===== src/hw/dcvh_defines.svh =====
`ifndef DCVH_DEFINES_SVH
`define DCVH_DEFINES_SVH

// ----------------------------------------------------------------------
// Variable numbers
// ----------------------------------------------------------------------
`define DCVH_CV_VERSION      10'h007
`define DCVH_CV_CONFIG       10'h01d
`define DCVH_CV_REFERENCE    10'h039
`define DCVH_CV_MOTOR_IF     10'h070

// ----------------------------------------------------------------------
// Field positions
// ----------------------------------------------------------------------
`define DCVH_MIF_SINE_BIT    0
`define DCVH_MIF_SHORT_BIT   1
`define DCVH_MIF_ID_BIT      2
`define DCVH_CFG_STEPS_BIT   1

// ----------------------------------------------------------------------
// Reset values and constants
// ----------------------------------------------------------------------
`define DCVH_MIF_RESET       8'h00
`define DCVH_REF_RESET       8'h00
`define DCVH_OFFSET_RESET    8'h00
`define DCVH_STEPS28_RESET   1'b1
`define DCVH_STEPS_HIGH      8'h1c
`define DCVH_STEPS_LOW       8'h0e
`define DCVH_PSEUDO_ADD      8'h64
`define DCVH_PSEUDO_ADD_NUM  10'h064

// ----------------------------------------------------------------------
// Timing
// ----------------------------------------------------------------------
`define DCVH_CLK_NS          100
`define DCVH_ACK_US          6000
`define DCVH_SHORT_HALF_NS   1000
`define DCVH_ACK_CYCLES      ((`DCVH_ACK_US * 1000) / `DCVH_CLK_NS)
`define DCVH_SHORT_HALF_CYC  ((`DCVH_SHORT_HALF_NS + `DCVH_CLK_NS - 1) / `DCVH_CLK_NS)

`endif


===== src/hw/dcvh_pkg.sv =====
package dcvh_pkg;

    typedef enum logic [0:0] {PS_IDLE, PS_ARMED} dcvh_pseudo_t;

    typedef struct packed {
        logic         pwr_s1;
        logic         pwr_s2;
        logic         dc_s1;
        logic         dc_s2;
        dcvh_pseudo_t pseudo;
        logic [7:0]   offset;
        logic [7:0]   motor_if;
        logic [7:0]   reference;
        logic         steps28;
        logic         store_stb;
        logic [9:0]   store_num;
        logic [7:0]   store_data;
        logic [16:0]  ack_cnt;
        logic [7:0]   hf_cnt;
        logic         hf_phase;
    } dcvh_state_t;

    // Ones digit of the latched offset equals one
    function automatic logic dcvh_ones_is_one(input logic [7:0] v);
        dcvh_ones_is_one = ((v % 8'h0a) == 8'h01);
    endfunction

    // Tens digit of the latched offset equals one
    function automatic logic dcvh_tens_is_one(input logic [7:0] v);
        dcvh_tens_is_one = (((v / 8'h0a) % 8'h0a) == 8'h01);
    endfunction

endpackage


===== src/hw/dcvh_pseudo_offset.sv =====
`timescale 1ns/100ps
`include "dcvh_defines.svh"

module dcvh_pseudo_offset
    import dcvh_pkg::*;
(
    input  wire logic       armed,     // Offset latched and pending
    input  wire logic [7:0] offset,    // Latched offset value
    input  wire logic [9:0] raw_num,   // Variable number as sent
    input  wire logic [7:0] raw_data,  // Data value as sent
    output logic      [9:0] adj_num,   // Number after offset
    output logic      [7:0] adj_data   // Data after offset
);

    logic add_num;
    logic add_data;

    always_comb
    begin
        add_data = armed && dcvh_ones_is_one(offset);
        add_num  = armed && dcvh_tens_is_one(offset);
        // Data sum past 255 and number sum past 1023 wrap; the digit scheme ignores the hundreds digit of the offset
        adj_data = add_data ? 8'(raw_data + `DCVH_PSEUDO_ADD) : raw_data;
        adj_num  = add_num ? 10'(raw_num + `DCVH_PSEUDO_ADD_NUM) : raw_num;
    end

endmodule


===== src/hw/dcvh_top.sv =====
// Operation
// - Bit 0 of the motor interface variable switches the outputs to sine-board control.
// - Bit 1 of that variable makes programming acknowledgements high-frequency shorts.
// - Value 3 means sine board with short acknowledge, value 7 adds loco ID pulses.
// - In sine-board mode digital commands still work but analog DC driving is off.
// - In sine-board mode back-EMF regulation and its parameter variables are inert.
// - Reference zero regulates to track voltage, else a fixed reference in 0.1 V steps.
// - A factory reset selects 28 speed steps.
// - Writing the version variable latches a pseudo offset and stores nothing.
// - An offset with ones digit one adds 100 to the next written data value.
// - An offset with tens digit one adds 100 to the next written variable number.
`timescale 1ns/100ps
`include "dcvh_defines.svh"

module dcvh_top
    import dcvh_pkg::*;
#(
    parameter int ACK_CYCLES = `DCVH_ACK_CYCLES,     // Acknowledge window length
    parameter int HALF_CYC   = `DCVH_SHORT_HALF_CYC  // Half period of the short burst
)
(
    input  wire logic       CLOCK,                // 10 MHz clock
    input  wire logic       NRST,                 // Async reset, active low
    input  wire logic       CV_WR_STB,            // One-cycle variable write
    input  wire logic [9:0] CV_WR_NUM,            // Variable number of the write
    input  wire logic [7:0] CV_WR_DATA,           // Data of the write
    input  wire logic       FACTORY_RESET,        // One-cycle factory default request
    input  wire logic       POWER_LOST,           // Pin: track power absent
    input  wire logic       TRACK_IS_DC,          // Pin: analog DC supply seen
    input  wire logic       ACK_REQ,              // One-cycle acknowledge request
    output logic            CV_STORE_STB,         // One-cycle store to variable memory
    output logic      [9:0] CV_STORE_NUM,         // Number to store
    output logic      [7:0] CV_STORE_DATA,        // Data to store
    output logic            OFFSET_ARMED,         // Pseudo offset pending
    output logic            SINE_MODE,            // Outputs in sine-board layout
    output logic            ACK_SHORT_MODE,       // Acknowledge by shorts
    output logic            LOCO_ID_EN,           // Loco number ID pulses on
    output logic            DC_DRIVE_EN,          // Analog DC driving allowed
    output logic            BACK_EMF_REGULATION,  // Back-EMF regulation active
    output logic            REG_PARAMS_APPLY,     // Regulation variables in effect
    output logic            REF_FROM_TRACK,       // Reference is track voltage
    output logic      [7:0] REF_DECIVOLT,         // Fixed reference, 0.1 V units
    output logic      [7:0] SPEED_STEPS,          // Speed step count in use
    output logic            MOTOR_ACK,            // Motor-load acknowledge pulse
    output logic            SHORT_ACK             // High-frequency short burst
);

    // ------------------------------------------------------------------
    // Reset release
    // ------------------------------------------------------------------
    logic rst_meta;
    logic rst_n;

    always_ff @(posedge CLOCK or negedge NRST)
    begin
        if (!NRST)
        begin
            rst_meta <= 1'b0;
            rst_n    <= 1'b0;
        end
        else
        begin
            rst_meta <= 1'b1;
            rst_n    <= rst_meta;
        end
    end

    // ------------------------------------------------------------------
    // State
    // ------------------------------------------------------------------
    localparam dcvh_state_t RESET_STATE = '{
        pwr_s1     : 1'b0,
        pwr_s2     : 1'b0,
        dc_s1      : 1'b0,
        dc_s2      : 1'b0,
        pseudo     : PS_IDLE,
        offset     : `DCVH_OFFSET_RESET,
        motor_if   : `DCVH_MIF_RESET,
        reference  : `DCVH_REF_RESET,
        steps28    : `DCVH_STEPS28_RESET,
        store_stb  : 1'b0,
        store_num  : 10'h000,
        store_data : 8'h00,
        ack_cnt    : 17'h00000,
        hf_cnt     : 8'h00,
        hf_phase   : 1'b0
    };

    dcvh_state_t st;
    dcvh_state_t next_st;
    logic [9:0]  adj_num;
    logic [7:0]  adj_data;
    logic        wr_version;
    logic        sine;
    logic        ack_active;

    dcvh_pseudo_offset u_offset
    (
        .armed    (st.pseudo == PS_ARMED),
        .offset   (st.offset),
        .raw_num  (CV_WR_NUM),
        .raw_data (CV_WR_DATA),
        .adj_num  (adj_num),
        .adj_data (adj_data)
    );

    assign wr_version = CV_WR_STB && (CV_WR_NUM == `DCVH_CV_VERSION);
    assign sine       = st.motor_if[`DCVH_MIF_SINE_BIT];
    assign ack_active = (st.ack_cnt != 17'h00000);

    // ------------------------------------------------------------------
    // Next state
    // ------------------------------------------------------------------
    always_comb
    begin
        next_st           = st;
        next_st.pwr_s1    = POWER_LOST;
        next_st.pwr_s2    = st.pwr_s1;
        next_st.dc_s1     = TRACK_IS_DC;
        next_st.dc_s2     = st.dc_s1;
        next_st.store_stb = 1'b0;

        // Power loss drops the offset; a version write in the same cycle still arms
        if (st.pwr_s2)
        begin
            next_st.pseudo = PS_IDLE;
            next_st.offset = `DCVH_OFFSET_RESET;
        end

        unique case (st.pseudo)
            PS_IDLE:
            begin
                if (wr_version)
                begin
                    next_st.pseudo = PS_ARMED;
                    next_st.offset = CV_WR_DATA;
                end
            end
            PS_ARMED:
            begin
                // A repeated version write replaces the offset instead of using it
                if (wr_version)
                begin
                    next_st.pseudo = PS_ARMED;
                    next_st.offset = CV_WR_DATA;
                end
                else if (CV_WR_STB)
                begin
                    next_st.pseudo = PS_IDLE;
                    next_st.offset = `DCVH_OFFSET_RESET;
                end
            end
        endcase

        if (CV_WR_STB && !wr_version)
        begin
            next_st.store_stb  = 1'b1;
            next_st.store_num  = adj_num;
            next_st.store_data = adj_data;
            if (adj_num == `DCVH_CV_MOTOR_IF)
                next_st.motor_if = adj_data;
            if (adj_num == `DCVH_CV_REFERENCE)
                next_st.reference = adj_data;
            if (adj_num == `DCVH_CV_CONFIG)
                next_st.steps28 = adj_data[`DCVH_CFG_STEPS_BIT];
        end

        if (FACTORY_RESET)
        begin
            next_st.motor_if  = `DCVH_MIF_RESET;
            next_st.reference = `DCVH_REF_RESET;
            next_st.steps28   = `DCVH_STEPS28_RESET;
            next_st.pseudo    = PS_IDLE;
            next_st.offset    = `DCVH_OFFSET_RESET;
        end

        // Requests during a running window are dropped, not queued
        if (ACK_REQ && !ack_active)
            next_st.ack_cnt = 17'(ACK_CYCLES);
        else if (ack_active)
            next_st.ack_cnt = st.ack_cnt - 17'h00001;

        if (ack_active && st.motor_if[`DCVH_MIF_SHORT_BIT])
        begin
            if (st.hf_cnt == 8'(HALF_CYC - 1))
            begin
                next_st.hf_cnt   = 8'h00;
                next_st.hf_phase = !st.hf_phase;
            end
            else
                next_st.hf_cnt = st.hf_cnt + 8'h01;
        end
        else
        begin
            next_st.hf_cnt   = 8'h00;
            next_st.hf_phase = 1'b0;
        end
    end

    always_ff @(posedge CLOCK or negedge rst_n)
    begin
        if (!rst_n)
            st <= RESET_STATE;
        else
            st <= next_st;
    end

    // ------------------------------------------------------------------
    // Outputs
    // ------------------------------------------------------------------
    assign CV_STORE_STB        = st.store_stb;
    assign CV_STORE_NUM        = st.store_num;
    assign CV_STORE_DATA       = st.store_data;
    assign OFFSET_ARMED        = (st.pseudo == PS_ARMED);
    assign SINE_MODE           = sine;
    assign ACK_SHORT_MODE      = st.motor_if[`DCVH_MIF_SHORT_BIT];
    assign LOCO_ID_EN          = (st.motor_if[2:0] == 3'h7);
    assign DC_DRIVE_EN         = st.dc_s2 && !sine;
    assign BACK_EMF_REGULATION = !sine;
    assign REG_PARAMS_APPLY    = !sine;
    assign REF_FROM_TRACK      = (st.reference == 8'h00);
    assign REF_DECIVOLT        = st.reference;
    assign SPEED_STEPS         = st.steps28 ? `DCVH_STEPS_HIGH : `DCVH_STEPS_LOW;
    // Shorts replace the load pulse because the sine board hides motor current
    assign MOTOR_ACK           = ack_active && !ACK_SHORT_MODE;
    assign SHORT_ACK           = ack_active && ACK_SHORT_MODE && st.hf_phase;

    logic plain_wr;
    assign plain_wr = CV_WR_STB && (st.pseudo == PS_IDLE) && !FACTORY_RESET;
endmodule


===== config.mk =====
export PLATFORM = sky130hd
export DESIGN_NAME = dcvh_top
export DESIGN_NICKNAME = d
export VERILOG_FILES = /design/src/hw/dcvh_pkg.sv /design/src/hw/dcvh_pseudo_offset.sv /design/src/hw/dcvh_top.sv
export VERILOG_INCLUDE_DIRS = /design/src /design/src/hw
export SDC_FILE = /design/constraint.sdc
export NUM_CORES = 1
export LEC_CHECK = 0
export BUFFER_PORTS_ARGS = -buffer_cell sky130_fd_sc_hd__buf_2
export CORE_ASPECT_RATIO = 0.8
export CORE_MARGIN = 2
export CORE_UTILIZATION = 35
export DETAILED_ROUTE_END_ITERATION = 8
export PLACE_DENSITY = 0.6
export RECOVER_POWER = 25
export SLEW_MARGIN = 5
export SYNTH_ARGS = -nofsm -noshare
export SYNTH_HDL_FRONTEND = slang
export SYNTH_HIERARCHICAL = 1
export SYNTH_SLANG_ARGS = --single-unit

===== constraint.sdc =====
create_clock -name CLOCK -period 5.55 [get_ports CLOCK]
set_input_delay 1.11 -clock CLOCK [delete_from_list [all_inputs] [get_ports CLOCK]]
set_output_delay 1.11 -clock CLOCK [all_outputs]
set_load 0.02 [all_outputs]

==> impl_metrics.ini, run 1 <==
[grt]
grt-ovfl-total = 0
grt_pass1_vias = 3514
grt_max_degree = 43
antenna_found_initial = 0
grt_pass1_wl_mm = 18.0
grt_use_total = 0.154

[timing]
fmax_mhz = 198
fin_skew_ns = 0.00766
relSlewSlack = -0.467
finalSetupTns_ns = 0
setup_viol = 0
tightest_slew_ns = 2.20
drv_slew = 43
hold_slack_ns = 0.358
fin_crit_ns = 5.05
hold_viol = 0
rsz0062_at_grt = no
min_period_over_period = 0.910

[power]
internal-power_mw = 0.976
power_leakage_nw = 2.17
seqPwrFrac = 0.431
pwr-share-comb = 0.079
clkPwrFrac = 0.490
power_density_nw_per_um2 = 245
switchingPower_mw = 0.315
irDropWorstVdd_mv = 0.183
swShare = 0.244

[route]
via_per_inst = 5.34
drtIter0Drc = 322
drtPass1Iterations = 5
vias = 3783
drc_errors = 0
routedWlPerCell_um = 15.3
ant_nets = 0
wirelength_mm = 10.9

[place]
dpl.hpwl_mm = 7.88
portBuffers = 63
gp_congestion = 0.891
place_area_um2 = 4940

[synth]
synth_edf_count = 0
synth_cell_type_count = 84
synthArstFlopShare = 1.00
avgSynthCellArea_um2 = 9.55
synth_cells = 501
yosysSeqAreaShare = 0.377
yosysWarnings = 6
synth_area_um2 = 4780
synth-seq-cells = 72
ys.flop_type = dfrtp_1

[floorplan]
die-area_um2 = 14600
core_um2 = 13500
boundaryPins = 70
die_w_um = 135
die_h_um = 109
start_util = 0.355
rows = 38

[finish]
antenna_cells = 0
area_growth_pct = 10.2
fin_area_um2 = 5270
drive_above_1_share = 0.259
fin_nets = 560

[run]
maxCapViolations = 1

[run_status]
violations = max-capacitance violations, max-slew violations
status = finished with violations

[setup_path]
end_kind = register
required_ns = 5.76
cp.arrival_ns = 5.26
start_kind = register
critPathKind = reg2reg
crit_fanout = 17

[min_path]
holdCritPathClass = reg2reg

[cts]
clock_path_buffers = 2
clk_pin_slew_ns = 0.06
clockRootBuffer = clkbuf_16
h-tree-depth = 3
insertion_delay_ns = 0.34
cts_hold_buf = 0
cts_buffers = 9
cts_tree = done
cts.sinks = 72
==> stage by stage <==
step | cells | setup WS (ns) | power [mW] | utilization
after floorplan | 506 | 0.899 | 0.650 | -
after global routing | 709 | 0.0121 | 1.34 | 0.392
after global placement | 693 | 0.540 | 0.668 | 0.367
after detailed placement | 693 | 0.290 | 0.670 | 0.367
final | 709 | 0.497 | 1.29 | 0.392
after CTS | 709 | 0.284 | 1.31 | 0.391
==> synthesized netlist by cell type, drive strengths merged, types with 6 or more instances <==
cell type   n  area share
a21oi      32       0.033
mux2       23       0.055
or4         7       0.014
xor2       17       0.031
nor4        7       0.014
clkbuf      8      0.0063
nor2       27       0.021
nand2      16       0.013
dfrtp      71        0.37
nand3      41       0.043
buf        53       0.084
o21ai      20       0.022
nand4       6       0.011
nor3       16       0.020
inv        16       0.013
or3         7      0.0094
ha         11       0.029
and3        8       0.011
a211oi      8       0.015
nor2b       6      0.0078
xnor2      13       0.024
==> placed cells by master, fill, tap and decap left out, drive strengths merged, types with 3 or more instances in the layout <==
cell type / instances
a211oi: 8
a21oi: 32
a31oi: 3
and3: 8
buf: 67
clkbuf: 12
conb: 7
dfrtp: 71
ha: 11
inv: 17
mux2: 23
mux2i: 5
nand2: 16
nand2b: 5
nand3: 41
nand3b: 5
nand4: 6
nor2: 27
nor2b: 6
nor3: 16
nor3b: 5
nor4: 7
nor4bb: 3
o21ai: 20
o21bai: 3
o22ai: 3
o31ai: 5
or2: 4
or3: 7
or3b: 4
or4: 7
xnor2: 13
xor2: 17
==> power by group through the flow <==
stage                     Clock, mW  Sequential (mW)  Combinational (mW)
after floorplan                   0            0.568              0.0825
after global placement            0            0.566               0.101
after detailed placement          0            0.567               0.103
after CTS                     0.646            0.558               0.103
after global routing          0.665            0.560               0.111
final                         0.632            0.557               0.102
==> sequential cells by signal, summed over array words and instances (netlist names), 2 cells and up <==
| signal | flops |
|---|---|
| st | 38 |
| REF_DECIVOLT | 8 |
| CV_STORE_DATA | 8 |
| CV_STORE_NUM | 10 |
| next_st | 2 |
==> layer usage <==
| metal | share of wire | track usage | vias to the layer above | wire length (µm) |
|---|---|---|---|---|
| li1 | - | - | 1819 | - |
| met1 | 0.51 | 0.231 | 1837 | 5490 |
| met2 | 0.42 | 0.220 | 117 | 4570 |
| met3 | 0.061 | 0.0333 | 10 | 667 |
| met4 | 0.012 | 0.0489 | 0 | 133 |
| met5 | 0 | 0 | - | 0 |
==> logic make-up (layout without fill, tap and decap cells) <==
| kind of cell | Yosys count | in the layout | share of synthesized area |
|---|---|---|---|
| AOI/OAI and AO/OA | 100 | 100 | 0.138 |
| xor gates and xnor gates | 30 | 30 | 0.0549 |
| adders and majority gates | 11 | 11 | 0.0288 |
| buffers and inverters | 78 | 101 | 0.105 |
| DFF | 72 | 72 | 0.377 |
| muxes | 28 | 28 | 0.0654 |
| other | 2 | 7 | 0.00157 |
| and+or+nand+nor | 180 | 180 | 0.229 |
==> cell type report <==
class | count | area, µm²
Inverter | 16 | 60.1
Sequential cell | 72 | 1810
Clock inverter | 6 | 92.6
Tap cell | 180 | 225
Clock buffer | 10 | 229
Fill cell | 1344 | 8190
Multi-Input combinational cell | 356 | 2500
Timing Repair Buffer | 69 | 355
==> worst max-delay path, cell delays in order (launching register included) <==
cell      delay, ns
dfrtp_1        0.65
or3b_2         0.48
a22oi_1        0.22
a221o_1        0.27
nor4_2         0.06
a21boi_2       0.19
o31ai_1        0.32
ha_1           0.24
a211oi_1       0.06
a311oi_1       0.30
o21ai_0        0.14
a31oi_1        0.18
mux2_4         0.18
nand4_4        0.17
nor2_1         0.16
xor2_1         0.17
nor4bb_1       0.30
buf_4          0.19
nand4_1        0.27
o21ai_0        0.28
a21oi_1        0.09
==> timing repair <==
action                                  in CTS  in global routing
buffers inserted                             0                  0
endpoints found under the setup margin       0                 12
gates resized for setup                      0                  5
==> worst paths after layout <==
kind                       cells past startpoint  slack, ns     start              end
min                                            0       0.36  rst_meta            rst_n
min in group asynchronous                      0       0.51     rst_n  REF_DECIVOLT[3]
max reg2reg                                   20       0.50    st[64]  REF_DECIVOLT[1]
min reg2reg                                    0       0.36  rst_meta            rst_n
max in group asynchronous                      1       2.23     rst_n           st[66]
max                                           20       0.50    st[64]  REF_DECIVOLT[1]
(Power assumes the default switching activity.)
==> run 2: changes to the inputs <==
CORE_ASPECT_RATIO = 0.75   (was 0.8)
GPL_TIMING_DRIVEN = 0   (was default)
==> run 2 against run 1 <==
Net effect: the flow still finishes with violations (max-capacitance violations, max-slew violations); non-clock buffer count increased by 56; clock skew grew 0.0012 ns; fmax grew 0.40%; worst hold slack lost 0.18 ns; via count rose by 3.9%; largest power group unchanged.
==> impl_metrics.ini, run 2 (synthesis gave the netlist of run 1 again) <==
[timing]
rsz0062_at_grt = no
relSlewSlack = -1.09
fin_crit_ns = 5.03
hold_viol = 0
drv_slew = 61
fin_ws_ns = 0.518
fin_skew_ns = 0.00886
min_period_over_period = 0.907
tightest_slew_ns = 3.14
fmax_mhz = 199
setup_viol = 0

[floorplan]
die-area_um2 = 14600
die_h_um = 105
rows = 36
core_um2 = 13200
die_w_um = 139
start_util = 0.364
boundaryPins = 70

[setup_path]
slowest_stage = dfrtp_1
worstPathBufferInverterCount = 1
reg2reg_depth = 21
worstSetupStartpoint = st[66]
start_kind = register
slowest_delay_ns = 0.43
required_ns = 5.80
path_common_cell = ha_1
r2r-start = st[66]
critPathKind = reg2reg
end_kind = register
worstPathCellList = buf_6, nand2b_1, a32o_1, nor3_4, ha_1, nand2_1, nor4_2, a21boi_2, o31ai_1, ha_1, a311oi_1, o21ai_0, a31oi_1, mux2_4, nand4_4, nor2_1, xor2_1, nor4bb_4, and4_2, nand3_1, a21oi_1
crit_fanout = 10
path_delay_family = simple AND/OR/NAND/NOR gates
cp.arrival_ns = 5.28
cp.depth = 21

[power]
power_leakage_nw = 2.46
finalPower_mw = 1.36
irDropWorstVdd_mv = 0.194
power_density_nw_per_um2 = 239

[run_status]
status = finished with violations
violations = max-capacitance violations, max-slew violations

[finish]
largest_reg_flops = 38
fillers = 1294
final_cell_mix = 71 x dfrtp_1, 66 x buf_2, 42 x buf_4
area_growth_pct = 19.3
largest_register = st
mostFrequentLayoutCell = dfrtp_1
antenna_cells = 0
drive_above_1_share = 0.315
fin_area_um2 = 5710
fin_util = 0.434
seq_area_um2 = 1800
fin_nets = 616
multi_input_area_um2 = 2520

[place]
dpl.hpwl_mm = 8.35
dp_slack_ns = -0.126
gp_congestion = 0.856
place_area_um2 = 5360
portBuffers = 62

[grt]
antenna_found_initial = 0
grt_use_total = 0.156
grt_max_degree = 61
grt-ovfl-total = 0
grt_pass1_vias = 3816
grt_pass1_wl_mm = 18.8

[run]
maxCapViolations = 1

[cts]
cts_buffers = 9
clock_path_buffers = 2
cts_hold_buf = 0
cts.sinks = 72
cts_tree = done
clockRootBuffer = clkbuf_16
h-tree-depth = 3
clk_pin_slew_ns = 0.06
insertion_delay_ns = 0.33

[route]
routedWlPerCell_um = 15.0
drtPass1Iterations = 5
via_per_inst = 5.20
wirelength_mm = 11.4
drc_errors = 0
vias = 3931
drtIter0Drc = 251
ant_nets = 0

[min_path]
holdCritPathClass = reg2async
-- run 2: area by class of cell --
type	count	share of cell area
clock buffers	9	0.0395
multi-input cells	356	0.441
plain buffers	61	0.0774
repair buffers	64	0.0561
well taps	171	0.0375
inverters	16	0.0105
clock inverters	7	0.0221
flip-flops and latches	72	0.316
-- run 2: repair_timing --
item                                    4_1_cts  5_1_grt
gates resized for setup                       1        4
setup buffers                                 0        1
pin swaps                                     0        2
endpoints found under the setup margin        8       12
cloned                                        0        0
-- run 2: worst paths after layout --
kind                              endpoint  slack [ns]
max                        REF_DECIVOLT[4]        0.52
min                                  st[2]        0.18
max reg2reg                REF_DECIVOLT[4]        0.52
min reg2reg                          st[2]        0.18
max in group asynchronous           st[56]        2.05
min in group CLOCK                  st[71]        0.35
-- run 2: per-stage QoR --
stage	setup TNS (ns)	hold slack [ns]	instances
floorplan	0	0.331	506
global route	0	0.231	756
finish	0	0.182	756
global placement	-0.370	0.338	739
CTS	0	0.174	756
detailed placement	-0.858	0.172	740
-- run 2: routing by layer --
metal / up-vias / track usage / wire length (µm)
li1: 1939 / - / -
met1: 1910 / 0.229 / 5780
met2: 73 / 0.240 / 5100
met3: 9 / 0.0223 / 375
met4: 0 / 0.0440 / 114
met5: - / 0 / 0
-- run 2: report_power, final --
| group | switching (mW) | total (mW) | internal [mW] |
|---|---|---|---|
| Clock | 0.233 | 0.679 | 0.445 |
| Combinational | 0.0720 | 0.130 | 0.0577 |
| Sequential | 0.0120 | 0.555 | 0.543 |
| Total | 0.318 | 1.36 | 1.05 |
-- run 2: worst register-to-register path: stages, from the launching register on --
cell and delay (ns):
dfrtp_1 0.43, buf_6 0.16, nand2b_1 0.23, a32o_1 0.28
nor3_4 0.22, ha_1 0.23, nand2_1 0.07, nor4_2 0.27
a21boi_2 0.27, o31ai_1 0.12, ha_1 0.25, a311oi_1 0.30
o21ai_0 0.16, a31oi_1 0.19, mux2_4 0.18, nand4_4 0.18
nor2_1 0.17, xor2_1 0.22, nor4bb_4 0.37, and4_2 0.41
nand3_1 0.10, a21oi_1 0.16
